===== src/design/vic_pkg.sv =====
// vic_pkg: constants, register map and state codes of the vectored interrupt controller.
// assumes an 8-bit core with a 125 MHz clock and an 8-bit i/o address space.
// Overview of operation
// - enable register at i/o address 0x20
// - reset clears every enable bit
// - enable bits: 7 wake,6 pins,4/3 usb,2/1 timers
// - events from pins, wake pin, timer, usb
// - one pending latch per source, set on event
// - pending holds until serviced or reset
// - pending requests only while enabled
// - highest priority taken after current instruction
// - requests sampled on instruction's last cycle
// - ack clears enables, then pending, then calls
// - call pushes pc with carry and zero
// - returns restore pc/flags; irq return re-enables
// - vector 0 highest, 7 lowest, two bytes each
// - call takes 10 cycles, table jump 5
// - handler may re-enable, allowing nested interrupts
// - pin polarity 0 falling edge, 1 rising
// - wake pin rising edge sets masked pending
// - pin ack clears pin latch and enable bit
package vic_pkg;
    localparam logic [7:0] VIC_ADDR_ENABLE   = 8'h20;
    localparam logic [7:0] VIC_ADDR_P0_IE    = 8'h04;
    localparam logic [7:0] VIC_ADDR_P1_IE    = 8'h05;
    localparam logic [7:0] VIC_ADDR_P0_POL   = 8'h08;
    localparam logic [7:0] VIC_ADDR_P1_POL   = 8'h09;
    localparam logic [7:0] VIC_ENABLE_RESET  = 8'h00;
    localparam logic [7:0] VIC_ENABLE_MASK   = 8'hde;
    localparam logic [7:0] VIC_PORT_RESET    = 8'h00;
    localparam int         VIC_BIT_SHORT     = 1;
    localparam int         VIC_BIT_MS        = 2;
    localparam int         VIC_BIT_EP0       = 3;
    localparam int         VIC_BIT_EP1       = 4;
    localparam int         VIC_BIT_PINS      = 6;
    localparam int         VIC_BIT_WAKE      = 7;
    localparam int         VIC_VEC_STRIDE    = 2;
    localparam int         VIC_CALL_CYCLES   = 10;
    localparam int         VIC_JUMP_CYCLES   = 5;
    localparam logic [3:0] VIC_CALL_COUNT    = 4'(VIC_CALL_CYCLES - 3);
    localparam int         VIC_PC_W          = 12;

    typedef enum logic [3:0] {
        VIC_ST_IDLE     = 4'h1,
        VIC_ST_CLR_EN   = 4'h2,
        VIC_ST_CLR_PEND = 4'h4,
        VIC_ST_CALL     = 4'h8
    } vic_state_e;
endpackage


===== src/design/vic_pin_if.sv =====
// vic_pin_if: carries pin trigger settings and the merged pin event.
// assumes both ends run on the same clock.
`timescale 1ns/10ps
`default_nettype none
interface vic_pin_if;
    logic [15:0] polarity;
    logic [15:0] enable;
    logic        event_pulse;
    modport ctrl (output polarity, output enable, input event_pulse);
    modport edge_det (input polarity, input enable, output event_pulse);
endinterface
`default_nettype wire


===== src/design/vic_pin_edge.sv =====
// vic_pin_edge: synchronises the 16 port pins and forms the merged pin event.
// assumes pins are asynchronous; settings come from the controller's clock domain.
`timescale 1ns/10ps
`default_nettype none
module vic_pin_edge
    import vic_pkg::*;
(
    // clock and reset
    input  wire logic        clk_i,
    input  wire logic        reset_i,
    // pins
    input  wire logic [15:0] pins_i,
    // controller side
    vic_pin_if.edge_det      pin
);
    logic [15:0] meta_reg;
    logic [15:0] sync_reg;
    logic [15:0] active;
    logic        any_reg;
    logic        event_reg;

    always_ff @(posedge clk_i)
    begin
        if (reset_i)
        begin
            meta_reg <= 16'h0000;
            sync_reg <= 16'h0000;
        end
        else
        begin
            meta_reg <= pins_i;
            sync_reg <= meta_reg;
        end
    end

    // per pin: trigger level chosen by polarity, gated by its enable
    genvar g;
    generate
        for (g = 0; g < 16; g++)
        begin : g_pin
            assign active[g] = pin.enable[g] &
                (pin.polarity[g] ? sync_reg[g] : ~sync_reg[g]);
        end
    endgenerate

    // a new event only when the or of all active pins rises
    always_ff @(posedge clk_i)
    begin
        if (reset_i)
        begin
            any_reg   <= 1'b1;
            event_reg <= 1'b0;
        end
        else
        begin
            any_reg   <= |active;
            event_reg <= (|active) & ~any_reg;
        end
    end

    assign pin.event_pulse = event_reg;
endmodule
`default_nettype wire


===== src/design/vic_ctrl.sv =====
// vic_ctrl: pending latches, global enable register, priority select and acknowledge call.
// assumes the core gives i/o strobes, an end-of-instruction mark, pc and flags,
// and stalls its own fetch while CALL_BUSY_O is high.
`timescale 1ns/10ps
`default_nettype none
module vic_ctrl
    import vic_pkg::*;
(
    // clock and reset
    input  wire logic                CLK_I,
    input  wire logic                RESET_I,
    // core i/o port access
    input  wire logic [7:0]          IO_ADDR_I,
    input  wire logic [7:0]          IO_WDATA_I,
    input  wire logic                IO_WR_I,
    input  wire logic                IO_RD_I,
    output logic      [7:0]          IO_RDATA_O,
    // event sources
    input  wire logic [15:0]         PINS_I,
    input  wire logic                WAKE_PIN_I,
    input  wire logic                SHORT_TICK_I,
    input  wire logic                MS_TICK_I,
    input  wire logic                USB_EP0_I,
    input  wire logic                USB_EP1_I,
    // core sequencing
    input  wire logic                INSTR_LAST_I,
    input  wire logic [VIC_PC_W-1:0] PC_I,
    input  wire logic                CARRY_FLAG_I,
    input  wire logic                ZERO_FLAG_I,
    input  wire logic                RET_I,
    input  wire logic                IRQ_RETURN_INSTR_I,
    // to core
    output logic                     IRQ_REQ_O,
    output logic      [2:0]          IRQ_INDEX_O,
    output logic                     CALL_BUSY_O,
    output logic                     PUSH_O,
    output logic [VIC_PC_W+1:0]      PUSH_DATA_O,
    output logic                     PC_LOAD_O,
    output logic [VIC_PC_W-1:0]      PC_VECTOR_O,
    output logic                     RESTORE_FLAGS_O
);
    vic_pin_if pin ();

    logic [7:0]       global_irq_enable_reg;
    logic [7:0]       enable_shadow_reg;
    logic [7:0]       pending_reg;
    logic [7:0]       events;
    logic [7:0]       requests;
    logic [2:0]       sel_index;
    logic             sel_valid;
    logic [15:0]      pin_polarity_reg;
    logic [15:0]      pin_enable_reg;
    logic             wake_meta_reg;
    logic             wake_sync_reg;
    logic             wake_prev_reg;
    vic_state_e       state_reg;
    logic [3:0]       call_cnt_reg;
    logic [2:0]       ack_index_reg;
    logic             wr_enable;

    vic_pin_edge u_pin_edge (
        .clk_i   (CLK_I),
        .reset_i (RESET_I),
        .pins_i  (PINS_I),
        .pin     (pin.edge_det)
    );

    assign pin.polarity = pin_polarity_reg;
    assign pin.enable   = pin_enable_reg;
    assign wr_enable    = IO_WR_I && (IO_ADDR_I == VIC_ADDR_ENABLE);

    // wake pin synchroniser and rising edge
    always_ff @(posedge CLK_I)
    begin
        if (RESET_I)
        begin
            wake_meta_reg <= 1'b1;
            wake_sync_reg <= 1'b1;
            wake_prev_reg <= 1'b1;
        end
        else
        begin
            wake_meta_reg <= WAKE_PIN_I;
            wake_sync_reg <= wake_meta_reg;
            wake_prev_reg <= wake_sync_reg;
        end
    end

    // event vector, one bit per priority slot
    always_comb
    begin
        events                = 8'h00;
        events[VIC_BIT_SHORT] = SHORT_TICK_I;
        events[VIC_BIT_MS]    = MS_TICK_I;
        events[VIC_BIT_EP0]   = USB_EP0_I;
        events[VIC_BIT_EP1]   = USB_EP1_I;
        events[VIC_BIT_PINS]  = pin.event_pulse;
        events[VIC_BIT_WAKE]  = wake_sync_reg & ~wake_prev_reg;
    end

    // port trigger polarity, write-only
    always_ff @(posedge CLK_I)
    begin
        if (RESET_I)
        begin
            pin_polarity_reg <= {2{VIC_PORT_RESET}};
        end
        else if (IO_WR_I && IO_ADDR_I == VIC_ADDR_P0_POL)
        begin
            pin_polarity_reg[7:0] <= IO_WDATA_I;
        end
        else if (IO_WR_I && IO_ADDR_I == VIC_ADDR_P1_POL)
        begin
            pin_polarity_reg[15:8] <= IO_WDATA_I;
        end
    end

    // per-pin trigger enables, write-only
    always_ff @(posedge CLK_I)
    begin
        if (RESET_I)
        begin
            pin_enable_reg <= {2{VIC_PORT_RESET}};
        end
        else if (IO_WR_I && IO_ADDR_I == VIC_ADDR_P0_IE)
        begin
            pin_enable_reg[7:0] <= IO_WDATA_I;
        end
        else if (IO_WR_I && IO_ADDR_I == VIC_ADDR_P1_IE)
        begin
            pin_enable_reg[15:8] <= IO_WDATA_I;
        end
    end

    // global enable register; hardware clear on acknowledge beats a write
    always_ff @(posedge CLK_I)
    begin
        if (RESET_I)
        begin
            global_irq_enable_reg <= VIC_ENABLE_RESET;
        end
        else if (state_reg == VIC_ST_CLR_EN)
        begin
            global_irq_enable_reg <= VIC_ENABLE_RESET;
        end
        else if (wr_enable)
        begin
            global_irq_enable_reg <= IO_WDATA_I & VIC_ENABLE_MASK;
        end
        else if (IRQ_RETURN_INSTR_I)
        begin
            global_irq_enable_reg <= enable_shadow_reg;
        end
    end

    // enable value seen at acknowledge, put back by the irq return
    always_ff @(posedge CLK_I)
    begin
        if (RESET_I)
        begin
            enable_shadow_reg <= VIC_ENABLE_RESET;
        end
        else if (state_reg == VIC_ST_CLR_EN)
        begin
            enable_shadow_reg <= global_irq_enable_reg;
        end
    end

    // pending latches: a new event wins over the service clear
    always_ff @(posedge CLK_I)
    begin
        if (RESET_I)
        begin
            pending_reg <= 8'h00;
        end
        else
        begin
            for (int i = 0; i < 8; i++)
            begin
                if (events[i] && VIC_ENABLE_MASK[i])
                begin
                    pending_reg[i] <= 1'b1;
                end
                else if (state_reg == VIC_ST_CLR_PEND && ack_index_reg == 3'(i))
                begin
                    pending_reg[i] <= 1'b0;
                end
            end
        end
    end

    assign requests = pending_reg & global_irq_enable_reg;

    // lowest slot number wins; slot 0 is reset and never pends
    always_comb
    begin
        sel_index = 3'h0;
        sel_valid = 1'b0;
        for (int i = 7; i >= 1; i--)
        begin
            if (requests[i])
            begin
                sel_index = 3'(i);
                sel_valid = 1'b1;
            end
        end
    end

    // acknowledge sequence: clear enables, clear latch, finish the call
    always_ff @(posedge CLK_I)
    begin
        if (RESET_I)
        begin
            state_reg     <= VIC_ST_IDLE;
            call_cnt_reg  <= 4'h0;
            ack_index_reg <= 3'h0;
        end
        else
        begin
            case (state_reg)
                VIC_ST_IDLE:
                begin
                    if (INSTR_LAST_I && sel_valid)
                    begin
                        ack_index_reg <= sel_index;
                        state_reg     <= VIC_ST_CLR_EN;
                    end
                end
                VIC_ST_CLR_EN:
                begin
                    state_reg <= VIC_ST_CLR_PEND;
                end
                VIC_ST_CLR_PEND:
                begin
                    call_cnt_reg <= VIC_CALL_COUNT;
                    state_reg    <= VIC_ST_CALL;
                end
                VIC_ST_CALL:
                begin
                    if (call_cnt_reg == 4'h0)
                    begin
                        state_reg <= VIC_ST_IDLE;
                    end
                    else
                    begin
                        call_cnt_reg <= call_cnt_reg - 4'h1;
                    end
                end
                default:
                begin
                    state_reg <= VIC_ST_IDLE;
                end
            endcase
        end
    end

    // request level and index seen by the core
    always_ff @(posedge CLK_I)
    begin
        if (RESET_I)
        begin
            IRQ_REQ_O   <= 1'b0;
            IRQ_INDEX_O <= 3'h0;
        end
        else
        begin
            IRQ_REQ_O   <= sel_valid;
            IRQ_INDEX_O <= sel_index;
        end
    end

    // core stall from the acknowledge edge until the last call count
    always_ff @(posedge CLK_I)
    begin
        if (RESET_I)
        begin
            CALL_BUSY_O <= 1'b0;
        end
        else
        begin
            CALL_BUSY_O <= (state_reg == VIC_ST_IDLE) ? (INSTR_LAST_I && sel_valid)
                           : !(state_reg == VIC_ST_CALL && call_cnt_reg == 4'h0);
        end
    end

    // stack push of pc and flags sampled in the latch-clear cycle, strobed the cycle after
    always_ff @(posedge CLK_I)
    begin
        if (RESET_I)
        begin
            PUSH_O      <= 1'b0;
            PUSH_DATA_O <= '0;
        end
        else
        begin
            PUSH_O <= (state_reg == VIC_ST_CLR_PEND);
            if (state_reg == VIC_ST_CLR_PEND)
            begin
                PUSH_DATA_O <= {ZERO_FLAG_I, CARRY_FLAG_I, PC_I};
            end
        end
    end

    // vector load once the call has run its cycles
    always_ff @(posedge CLK_I)
    begin
        if (RESET_I)
        begin
            PC_LOAD_O   <= 1'b0;
            PC_VECTOR_O <= '0;
        end
        else
        begin
            PC_LOAD_O   <= (state_reg == VIC_ST_CALL) && (call_cnt_reg == 4'h0);
            PC_VECTOR_O <= VIC_PC_W'(ack_index_reg) * VIC_PC_W'(VIC_VEC_STRIDE);
        end
    end

    // flag restore one cycle after either return
    always_ff @(posedge CLK_I)
    begin
        if (RESET_I)
        begin
            RESTORE_FLAGS_O <= 1'b0;
        end
        else
        begin
            RESTORE_FLAGS_O <= RET_I | IRQ_RETURN_INSTR_I;
        end
    end

    // register read, reserved bits read zero
    always_ff @(posedge CLK_I)
    begin
        if (RESET_I)
        begin
            IO_RDATA_O <= 8'h00;
        end
        else if (IO_RD_I && IO_ADDR_I == VIC_ADDR_ENABLE)
        begin
            IO_RDATA_O <= global_irq_enable_reg;
        end
        else
        begin
            IO_RDATA_O <= 8'h00;
        end
    end
endmodule
`default_nettype wire


===== config.mk =====
export PLATFORM = sky130hd
export DESIGN_NAME = vic_ctrl
export DESIGN_NICKNAME = d
export VERILOG_FILES = /design/src/design/vic_pkg.sv /design/src/design/vic_pin_if.sv /design/src/design/vic_pin_edge.sv /design/src/design/vic_ctrl.sv
export SDC_FILE = /design/constraint.sdc
export NUM_CORES = 1
export LEC_CHECK = 0
export BUFFER_PORTS_ARGS = -buffer_cell sky130_fd_sc_hd__buf_4
export CAP_MARGIN = 5
export CORE_MARGIN = 4
export CORE_UTILIZATION = 46
export CTS_CLUSTER_SIZE = 16
export DETAILED_ROUTE_END_ITERATION = 8
export GPL_TIMING_DRIVEN = 0
export PLACE_DENSITY = 0.73
export SLEW_MARGIN = 20
export SYNTH_ARGS = -nofsm -noshare
export SYNTH_HDL_FRONTEND = slang
export SYNTH_SLANG_ARGS = --single-unit

===== constraint.sdc =====
create_clock -name CLK_I -period 6 [get_ports CLK_I]
set_clock_uncertainty 0.2 [all_clocks]
set_input_delay 1.2 -clock CLK_I [delete_from_list [all_inputs] [get_ports CLK_I]]
set_output_delay 1.2 -clock CLK_I [all_outputs]
set_load 0.02 [all_outputs]

# Word level (Yosys, flattened, before mapping)
# Index checks and enable logic that the tools add are counted.
# totals
regBits,144
output_inout_bits,42
# classes
addsub,1
eq_ne,18
muxes,50
n_bitwise,41
n_reduce_logical,33
# ops
op,n
two-way mux 1 bit,36
two-way mux 3 bit,7
NOT 1 bit,21
bitwise AND 1 bit,18
"== test 8 x 3 -> 1 bit, second input constant",2
"== test 8 x 4 -> 1 bit, second input constant",2
two-way mux 8 bit,2
case mux 4 bit (4 select lines),1
nonzero test 2 bit,8
OR reduction 16 bit,1
logical AND 1 bit,14
two-way mux 4 bit,3
AND reduction 2 bit,5
"== test 3 bit, second input constant",3
bitwise AND 8 bit,1
"== test 8 x 6 -> 1 bit, second input constant",1
case mux 4 bit (2 select lines),1
"== test 3 x 2 -> 1 bit, second input constant",2
"!= test 2 bit, second input constant",3
"== test 4 x 1 -> 1 bit, second input constant",1
"== test 4 x 2 -> 1 bit, second input constant",1
"== test 4 x 3 -> 1 bit, second input constant",1
"== test 4 bit, second input constant",1
logical NOT 4 bit,1
other kinds (6),7

# Logic depth before layout (Yosys ltp)
# Gate-level depths: netlist (run 1).
# depth
ltp_word,11
ltp_mapped,7
depth_no_buf,6

# Modules after synthesis
# A second synthesis (run 1) with hierarchy kept.
# unflattened
cells_unflattened,485
hier_area_um2,4907.2
# by_module_without_submodules
module,instances,cells_per_inst,area_each_um2
vic_ctrl,1,388,3772.4
vic_pin_edge,1,97,1134.8

# Worst setup path before layout (run 1)
# No wires, ideal clock.
# synth_path
path_kind,input -> register
startpoint,input port IO_ADDR_I[4]
endpoint,register global_irq_enable_reg[6]
setup_time_ps,137
arrival_time_ps,2769
required_time_ps,5663
setup_slack_ps,2894
path_stages,7
cell_sequence,or4_4 buf_6 or4b_1 buf_2 buf_6 nor2_1 a211oi_2
# synth_between
elab_chain_cells,3
word_cells_on_any_way,4
cone_classes,eq/ne: 1; mux: 1; reduce/logical: 2
# synth_lines
element,line_no,source
from (decl),vic_ctrl.sv:13,"input wire logic [7:0] IO_ADDR_I,"
== test 8 x 6 -> 1 bit (*),vic_ctrl.sv:70,assign wr_enable = IO_WR_I && (IO_ADDR_I == VIC_ADDR_ENABLE);
logical AND 1 bit (*),vic_ctrl.sv:70,
two-way mux 8 bit / nonzero test 2 bit (equally long branches),--,
to (signal assigned),vic_ctrl.sv:148,global_irq_enable_reg <= IO_WDATA_I & VIC_ENABLE_MASK;
to (signal assigned),vic_ctrl.sv:152,global_irq_enable_reg <= enable_shadow_reg;
to (decl),vic_ctrl.sv:44,logic [7:0] global_irq_enable_reg;
# Every way passes the cells marked *; elsewhere a longest branch is shown, timed or not.
# A chain may end at the register's enable or synchronous reset.

# Final worst setup path (run 1)
# layout_path
startpoint,input port IO_ADDR_I[4]
endpoint,register pin_polarity_reg[10] (netlist: pin.polarity[10])
# layout_between
elab_chain_cells,4
word_cells_on_any_way,6
cone_classes,eq/ne: 2; bitwise: 1; reduce/logical: 3
# layout_lines
element,line_no,source
== test 8 x 4 -> 1 bit,vic_ctrl.sv:108,else if (IO_WR_I && IO_ADDR_I == VIC_ADDR_P0_POL)
logical AND 1 bit,vic_ctrl.sv:108,
NOT 1 bit (no line),--,
AND reduction 2 bit (no line) (*),--,
to (signal assigned),vic_ctrl.sv:106,pin_polarity_reg <= {2{VIC_PORT_RESET}};
to (decl),vic_ctrl.sv:51,logic [15:0] pin_polarity_reg;
# Marks and branches as above.

==> results.toml, run 1 <==
[run_status]
outcome = "finished, final reports clean"

[synthesis]
yosysSeqAreaShare_pct = 55.0
postSynthRegisterBits = 135
mapped_cells = 489
yosys_most_used_dff = "sky130_fd_sc_hd__dfxtp_1"
post_synth_instance_area_um2 = 4910
synth_area_per_cell_um2 = 10.0
count_of_flip_flops_with_a_built_in_enable_after_synthesis = 0
ys.warnings.count = 0
synth_cell_type_count = 42
asyncSetResetFlopFracSynth_pct = 0

[floorplanning]
floorplan.initialDensity_pct = 47.4
rows = 37
fp.dieW_um = 111
io_pins = 100
core_area_um2 = 10400
die_height_um = 111
die_area_um2 = 12400

[clocking]
clock_tree.htree_level_count = 4
clk_latency_ns = 0.50
cts.repair.resized = 0
clkSinkCount = 135
clockBufferDepth = 2
cts.hold.buffers_added = 0
cts_made_buffers = 17
ctsRootBufferMaster = "sky130_fd_sc_hd__clkbuf_8"
postCtsSetupBuffers = 0
clk_pin_slew_ns = 0.06
tritoncts = "done"

[sta]
finalSetupViolations = 0
fmax_ghz = 0.349
grt_setup_unrepaired = "false"
setup_tns_ns = 0
max_slew_margin_pct = 40.2
finalHoldViolations = 0
timing_worst_slew_pin_value_ns = 0.893
final_max_slew_viol_count = 0
finalCriticalPeriod_ns = 2.87
post-route-period-util_pct = 47.8

[setup_path]
worst_setup_path_startpoint = "IO_ADDR_I[4]"
worst-r2r-cell-count = 5
crit_type = "primary input to register"
rr_endpoint = "pending_reg[4]"
r2r-start = "state_reg[0]"
cp.arrival_ns = 3.04
timing.critical_path.from_type = "primary input"
critical_path_required_ns = 6.17
worst-path-max-fanout = 8
reg2reg_slack_ns = 3.67
worst_setup_path_end_kind = "register"

[worst_hold_path]
hp-class = "register to register"
worstHoldStart = "u_pin_edge.any_reg"
hold-path-endpoint = "u_pin_edge.pin.event_pulse"
worstHoldPathCells = 1

[route]
post_route_antenna_net_violation_count = 0
dr.pass1.iters = 4
routed-via-count = 3674
routed_wirelength_um = 10600
wl_per_cell_um = 14.1
detail_route.iter0.violations = 180
drcViolationCount = 0
vias_per_cell = 4.89

[global_route]
grt_antenna_before_repair = 0
globalRouteOverflowTotal = 0
grt_util_all_layers_pct = 17.8
first_pass_grt_wire_length_um = 18000
grt_pass1_vias = 3861
largest_net_degree_at_the_start_of_global_routing = 17

[power_and_ir_drop]
switching_share_pct = 20.3
worst_ir_drop_vdd_v = 0.000187
power_density_nw_per_um2 = 314
power.combinational.fraction_pct = 4.2
p_int_mw = 1.59
p_sw_mw = 0.405
clkPwrFrac_pct = 49.8
cellLeakagePower_nw = 2.58
power_frac_seq_pct = 46.0
total_power_mw = 1.99

[placement]
final_wtd_congestion = 0.805
place.port_buffers = 88
dpl-instance-area_um2 = 5780
post_detailed_placement_half_perimeter_wirelength_um = 7650

[finish]
fin_nets = 665
finalInstanceArea_um2 = 6350
area_growth_pct = 29.2
diodes = 0
drive_gt1_share_pct = 24.6

[job]
max-cap-violations = 0
power by group through the flow:
stage	Combinational, mW	Sequential (mW)	Clock [mW]
floorplan	0.0410	0.935	0
global placement	0.0828	0.936	0
detailed placement	0.0847	0.936	0
CTS	0.0851	0.917	1.01
global route	0.0926	0.918	1.05
finish	0.0843	0.917	0.994
layer usage:
| metal | routed length (um) | vias to the layer above | share of wire (%) | track usage (%) |
|---|---|---|---|---|
| li1 | - | 1855 | - | - |
| met1 | 4480 | 1729 | 42 | 20.3 |
| met2 | 5590 | 78 | 53 | 32.4 |
| met3 | 418 | 12 | 3.9 | 4.78 |
| met4 | 131 | 0 | 1.2 | 5.76 |
| met5 | 0 | - | 0 | 0 |
kinds of logic after synthesis:
family                     after synthesis  synth area share [%]
AOI/OAI and AO/OA                       55                  7.39
xor gates and xnor gates                18                  3.21
adders and majority gates                2                 0.509
buffers and inverters                   37                  3.90
DFF                                    135                  55.0
muxes                                   43                  8.84
other                                    1                0.0763
and+or+nand+nor                        198                  21.1
metrics by stage:
stage                     std cells  hold slack (ns)  setup slack [ns]  util [%]
after detailed placement        722            0.189              2.59      55.8
after global placement          721            0.177              2.61      55.7
after global routing            751            0.217              3.03      61.2
after CTS                       751            0.197              3.11      61.2
final                           751            0.193              3.13      61.2
after floorplan                 497            0.170              2.89         -
layout by cell type (no fill, tap or decap), drive strengths merged:
| cell | count |
|---|---|
| and2 | 11 |
| a31oi | 1 |
| nand3 | 5 |
| a21oi | 31 |
| nand2b | 2 |
| nand3b | 3 |
| a211oi | 9 |
| or3b | 2 |
| nor3b | 4 |
| clkinvlp | 2 |
| nor2 | 54 |
| mux2i | 40 |
| nand2 | 49 |
| ha | 2 |
| xnor2 | 16 |
| a211o | 1 |
| and4 | 2 |
| clkbuf | 38 |
| a22oi | 11 |
| mux2 | 3 |
| nor2b | 37 |
| or4 | 3 |
| o21ai | 1 |
| or4b | 5 |
| nand4b | 2 |
| a21boi | 1 |
| buf | 106 |
| nor3 | 8 |
| conb | 9 |
| or2 | 3 |
| inv | 2 |
| bufinv | 3 |
| xor2 | 2 |
| and3 | 1 |
| nand4 | 3 |
| nor4b | 4 |
| clkinv | 4 |
| dfxtp | 135 |
worst max path at each step:
stage	endpoint	slack, ns	cells after the start
floorplan	global_irq_enable_reg[6]	2.89	7
global placement	pin.polarity[8]	2.61	6
detailed placement	pin.polarity[11]	2.59	6
CTS	pin.polarity[11]	3.11	6
global route	pin.enable[10]	3.03	6
finish	pin.polarity[10]	3.13	6
synthesized netlist by cell type, types with 3 or more instances:
| cell type | count | area share, % |
|---|---|---|
| sky130_fd_sc_hd__buf_1 | 3 | 0.23 |
| sky130_fd_sc_hd__a22oi_1 | 11 | 1.7 |
| sky130_fd_sc_hd__nand2_1 | 49 | 3.7 |
| sky130_fd_sc_hd__buf_2 | 3 | 0.31 |
| sky130_fd_sc_hd__dfxtp_1 | 135 | 55 |
| sky130_fd_sc_hd__mux2i_1 | 40 | 8.2 |
| sky130_fd_sc_hd__nor2b_1 | 37 | 4.7 |
| sky130_fd_sc_hd__or4b_2 | 3 | 0.61 |
| sky130_fd_sc_hd__mux2_2 | 3 | 0.69 |
| sky130_fd_sc_hd__nor3b_1 | 4 | 0.61 |
| sky130_fd_sc_hd__nor4b_1 | 4 | 0.71 |
| sky130_fd_sc_hd__or2_2 | 3 | 0.38 |
| sky130_fd_sc_hd__xnor2_1 | 16 | 2.9 |
| sky130_fd_sc_hd__a211oi_1 | 3 | 0.46 |
| sky130_fd_sc_hd__nand3_1 | 5 | 0.51 |
| sky130_fd_sc_hd__clkbuf_1 | 18 | 1.4 |
| sky130_fd_sc_hd__a21oi_1 | 31 | 3.2 |
| sky130_fd_sc_hd__nor3_1 | 6 | 0.61 |
| sky130_fd_sc_hd__a211oi_2 | 6 | 1.5 |
| sky130_fd_sc_hd__nand4_1 | 3 | 0.38 |
| sky130_fd_sc_hd__nand3b_1 | 3 | 0.46 |
| sky130_fd_sc_hd__and2_1 | 11 | 1.4 |
| sky130_fd_sc_hd__nor2_1 | 54 | 4.1 |
| sky130_fd_sc_hd__buf_4 | 9 | 1.4 |
cell type report:
| cell class | instances | area (um2) |
|---|---|---|
| Tap cell | 136 | 170 |
| Buffer | 35 | 184 |
| Fill cell | 907 | 4020 |
| Multi-Input combinational cell | 325 | 2050 |
| Timing Repair Buffer | 89 | 666 |
| Inverter | 2 | 7.51 |
| Clock buffer | 20 | 435 |
| Clock inverter | 9 | 129 |
| Sequential cell | 135 | 2700 |
critical path: stages:
cell and delay, ns:
sky130_fd_sc_hd__buf_4 0.11, sky130_fd_sc_hd__or4_4 0.52, sky130_fd_sc_hd__buf_6 0.14, sky130_fd_sc_hd__nor3_2 0.73
sky130_fd_sc_hd__mux2i_1 0.27, sky130_fd_sc_hd__nor2_1 0.06
Note: power is estimated with default switching activity, not from simulation.
==> inputs of run 2 (changes only) <==
PLACE_DENSITY = 0.75   (was 0.73)
clock period = 2.62 ns   (was 6 ns; I/O delays follow)
==> results.toml, run 2 (synthesis results as in run 1) <==
[placement]
post_detailed_placement_half_perimeter_wirelength_um = 7610
place.port_buffers = 88
final_wtd_congestion = 0.794

[power_and_ir_drop]
clkPwrFrac_pct = 50.7
total_power_mw = 4.66
switching_share_pct = 21.7
p_int_mw = 3.65
power_density_nw_per_um2 = 726
power_frac_seq_pct = 45.0
power.combinational.fraction_pct = 4.2
p_sw_mw = 1.01
worst_ir_drop_vdd_v = 0.000414
cellLeakagePower_nw = 2.61

[setup_path]
rr_endpoint = "pending_reg[4]"
worst-path-max-fanout = 9
timing.critical_path.from_type = "register"
reg2reg_slack_ns = 0.31
crit_type = "register to register"
r2r-start = "state_reg[0]"
worst_setup_path_end_kind = "register"
worst_setup_path_startpoint = "state_reg[0]"
critical_path.endpoint = "pending_reg[4]"
critical_path_required_ns = 2.81
cp.arrival_ns = 2.49
worst-r2r-cell-count = 5

[floorplanning]
die_area_um2 = 12400
fp.dieW_um = 111
io_pins = 100
core_area_um2 = 10400
rows = 37
die_height_um = 111
floorplan.initialDensity_pct = 47.4

[clocking]
cts.repair.resized = 0
clkSinkCount = 135
cts_made_buffers = 17
clk_pin_slew_ns = 0.06
clockBufferDepth = 2
ctsRootBufferMaster = "sky130_fd_sc_hd__clkbuf_8"
clk_latency_ns = 0.52
postCtsSetupBuffers = 0
clock_tree.htree_level_count = 4
tritoncts = "done"

[global_route]
grt_util_all_layers_pct = 17.6
grt_antenna_before_repair = 0
largest_net_degree_at_the_start_of_global_routing = 17
globalRouteOverflowTotal = 0
first_pass_grt_wire_length_um = 17800
grt_pass1_vias = 3748

[worst_hold_path]
hp-class = "primary input to register"

[sta]
max_slew_margin_pct = 39.2
timing_worst_slew_pin_value_ns = 0.907
final_max_slew_viol_count = 0
post-route-period-util_pct = 88.1
finalSetupViolations = 0
fmax_ghz = 0.433
hold_slack_ns = 0.0138
finalCriticalPeriod_ns = 2.31
finalHoldViolations = 0
grt_setup_unrepaired = "false"

[route]
post_route_antenna_net_violation_count = 0
drcViolationCount = 0
wl_per_cell_um = 13.9
dr.pass1.iters = 4
routed_wirelength_um = 10500
vias_per_cell = 4.91
detail_route.iter0.violations = 128
routed-via-count = 3723

[job]
max-cap-violations = 0

[finish]
most_frequent_standard_cell_in_the_layout_excluding_fill_and_tap_cells = "sky130_fd_sc_hd__dfxtp_1"
drive_gt1_share_pct = 24.9
area_growth_pct = 30.6
fin_nets = 669
utilization_pct = 61.9
mostFrequentLayoutCells = "sky130_fd_sc_hd__dfxtp_1, sky130_fd_sc_hd__buf_4, sky130_fd_sc_hd__nor2_1"
diodes = 0

[run_status]
outcome = "finished, final reports clean"
## run 2: changes by cell type in the layout (fill, tap and decap cells not counted)
cell,change
sky130_fd_sc_hd__clkbuf_1,-1
sky130_fd_sc_hd__clkbuf_8,-1
sky130_fd_sc_hd__clkinv_4,+1
sky130_fd_sc_hd__dlygate4sd3_1,+4
sky130_fd_sc_hd__inv_6,+4
## run 2: timing repair
action                                  4_1_cts  5_1_grt
endpoints found under the setup margin        0        0
hold buffers                                  4        0
endpoints found under the hold margin         4        0
## run 2: power groups by stage
| stage | Clock, mW | Combinational [mW] | Sequential (mW) |
|---|---|---|---|
| 2_1_floorplan | 0 | 0.0938 | 2.14 |
| 3_3_place_gp | 0 | 0.191 | 2.14 |
| 3_5_place_dp | 0 | 0.194 | 2.14 |
| 4_1_cts | 2.38 | 0.200 | 2.10 |
| 5_1_grt | 2.48 | 0.217 | 2.10 |
| 6_report | 2.36 | 0.198 | 2.10 |
## run 2: worst min-delay path by stage
stage | startpoint | to | slack, ns | depth (start not counted)
floorplan | u_pin_edge.any_reg | u_pin_edge.pin.event_pulse | 0.17 | 1
global placement | u_pin_edge.any_reg | u_pin_edge.pin.event_pulse | 0.18 | 1
detailed placement | u_pin_edge.any_reg | u_pin_edge.pin.event_pulse | 0.18 | 1
CTS | USB_EP0_I | pending_reg[3] | 0.0004 | 3
global route | PINS_I[3] | u_pin_edge.meta_reg[3] | 0.006 | 2
finish | USB_EP0_I | pending_reg[3] | 0.01 | 3
## run 2: final cells by class
cell class / count / area [um2]
fillers: 883 / 3960
plain buffers: 35 / 184
repair buffers: 93 / 706
flip-flops and latches: 135 / 2700
clock inverters: 14 / 173
multi-input cells: 325 / 2050
well taps: 136 / 170
clock buffers: 18 / 418
inverters: 2 / 7.51
## run 2: metal layers
layer	up-vias	part of all wire [%]	global-route usage, %
li1	1872	-	-
met1	1753	43	20.5
met2	84	52	30.9
met3	14	4.5	4.62
met4	0	1.3	6.65
met5	-	0	0
## run 2: through the flow
stage               setup WS [ns]  std cells  area (um2)  TNS [ns]
global route                0.204        758        6410         0
detailed placement         -0.102        722        5780     -1.22
floorplan                   0.190        497        4940         0
global placement          -0.0744        721        5770    -0.659
finish                      0.311        758        6410         0
CTS                         0.295        758        6410         0
## run 2: critical path, stage by stage, from the launching register on
cell and delay [ns]:
sky130_fd_sc_hd__dfxtp_1 0.36, sky130_fd_sc_hd__or4b_1 0.53, sky130_fd_sc_hd__clkbuf_1 0.22, sky130_fd_sc_hd__or4b_2 0.67, sky130_fd_sc_hd__a21oi_1 0.16, sky130_fd_sc_hd__nor2_1 0.05
==> inputs of run 3 (changes only) <==
CORE_ASPECT_RATIO = 1.25   (was unset)
==> results.toml, run 3 (synthesis results as in run 1) <==
[global_route]
largest_net_degree_at_the_start_of_global_routing = 17
globalRouteOverflowTotal = 0
grt_antenna_before_repair = 0
grt_pass1_vias = 3694
first_pass_grt_wire_length_um = 17300
grt_util_all_layers_pct = 18.1

[setup_path]
critical_path_required_ns = 2.70
worst-path-max-fanout = 9
worst_setup_path_end_kind = "register"
cp.arrival_ns = 2.40
crit_type = "register to register"
timing.critical_path.from_type = "register"

[clocking]
cts.repair.resized = 0
clock_tree.htree_level_count = 4
tritoncts = "done"
cts_made_buffers = 17
clkSinkCount = 135
clockBufferDepth = 2
clk_pin_slew_ns = 0.05
cts.hold.buffers_added = 0
postCtsSetupBuffers = 0
ctsRootBufferMaster = "sky130_fd_sc_hd__clkbuf_16"
clk_latency_ns = 0.41

[route]
topRoutingLayerUsed = "met4"
drcViolationCount = 0
routed-via-count = 3716
detail_route.iter0.violations = 131
dr.pass1.iters = 4
post_route_antenna_net_violation_count = 0
routed_wirelength_um = 10700
met1_length_um = 4170
vias_per_cell = 4.99
wl_per_cell_um = 14.3
wl_met2_um = 5710
routed-wl-met3_um = 581

[sta]
fmax_ghz = 0.431
finalHoldViolations = 0
post-route-period-util_pct = 88.6
finalCriticalPeriod_ns = 2.32
finalSetupViolations = 0
hold_slack_ns = 0.100
grt_setup_unrepaired = "false"
max_slew_margin_pct = 39.8
timing_worst_slew_pin_value_ns = 0.898
final_max_slew_viol_count = 0

[finish]
utilization_pct = 61.7
area_growth_pct = 28.8
drive_gt1_share_pct = 24.7
mostFrequentLayoutCells = "sky130_fd_sc_hd__dfxtp_1, sky130_fd_sc_hd__buf_4, sky130_fd_sc_hd__nor2_1"
most_frequent_standard_cell_in_the_layout_excluding_fill_and_tap_cells = "sky130_fd_sc_hd__dfxtp_1"
fin_nets = 665
finalInstanceArea_um2 = 6330
num-fill-cells = 866
diodes = 0

[power_and_ir_drop]
power.combinational.fraction_pct = 4.2
p_sw_mw = 0.928
cellLeakagePower_nw = 2.58
switching_share_pct = 20.5
p_int_mw = 3.59
worst_ir_drop_vdd_v = 0.000540
clkPwrFrac_pct = 49.3
power_density_nw_per_um2 = 714
power_frac_seq_pct = 46.5

[floorplanning]
die_height_um = 124
io_pins = 100
fp.dieW_um = 100
floorplan.initialDensity_pct = 47.9
rows = 41
core_area_um2 = 10300
die_area_um2 = 12400

[job]
max-cap-violations = 0

[worst_hold_path]
hp-class = "primary input to register"

[placement]
place.port_buffers = 88
final_wtd_congestion = 0.844
post_detailed_placement_half_perimeter_wirelength_um = 7810
dpl-instance-area_um2 = 5780

[run_status]
outcome = "finished, final reports clean"
-- run 3: cell count changes in the layout (fill, tap and decap cells not counted) --
cell	before	now
sky130_fd_sc_hd__bufinv_16	3	2
sky130_fd_sc_hd__clkbuf_1	19	20
sky130_fd_sc_hd__clkbuf_16	16	17
sky130_fd_sc_hd__clkinv_2	3	6
sky130_fd_sc_hd__clkinv_4	2	1
sky130_fd_sc_hd__clkinvlp_4	2	1
sky130_fd_sc_hd__dlygate4sd3_1	4	0
sky130_fd_sc_hd__inv_6	4	0
-- run 3: routing by layer --
layer  vias to the layer above  track usage [%]
li1                       1863                -
met1                      1725             19.3
met2                       107             32.8
met3                        21             5.25
met4                         0             7.83
met5                         -                0
-- run 3: area by class of cell --
type                    count  area, um2  share of cell area (%)
flip-flops and latches    135       2700                    42.7
multi-input cells         325       2050                    32.5
repair buffers             89        666                    10.5
clock buffers              20        447                    7.06
plain buffers              35        184                    2.91
well taps                 129        161                    2.55
clock inverters            10        106                    1.68
inverters                   2       7.51                   0.119
-- run 3: path summary, 6_finish.rpt --
| kind | depth (start not counted) | slack, ns | endpoint | start |
|---|---|---|---|---|
| worst max-delay path | 5 | 0.30 | pending_reg[4] | state_reg[0] |
| worst min-delay path | 2 | 0.10 | wake_meta_reg | WAKE_PIN_I |
| worst max register to register | 5 | 0.30 | pending_reg[4] | state_reg[0] |
| worst min register to register | 1 | 0.18 | u_pin_edge.pin.event_pulse | u_pin_edge.any_reg |
-- run 3: per-stage QoR --
stage | power [mW] | instances | setup WS (ns) | TNS [ns]
after floorplan | 2.23 | 497 | 0.190 | 0
after global placement | 2.33 | 714 | -0.116 | -1.52
after detailed placement | 2.34 | 715 | -0.130 | -1.53
after CTS | 4.55 | 745 | 0.285 | 0
after global routing | 4.67 | 745 | 0.189 | 0
final | 4.52 | 745 | 0.299 | 0
-- run 3: power by group through the flow --
stage                     logic (mW)  clock network, mW  registers [mW]
final                          0.192               2.22            2.10
after global routing           0.210               2.36            2.10
after CTS                      0.194               2.26            2.10
after detailed placement       0.193                  0            2.14
after global placement         0.189                  0            2.14
after floorplan               0.0938                  0            2.14
-- run 3: critical path: stages (launching register included) --
cell and delay, ns:
sky130_fd_sc_hd__dfxtp_1 0.35, sky130_fd_sc_hd__or4b_1 0.52, sky130_fd_sc_hd__clkbuf_1 0.23, sky130_fd_sc_hd__or4b_2 0.68, sky130_fd_sc_hd__a21oi_1 0.16, sky130_fd_sc_hd__nor2_1 0.05
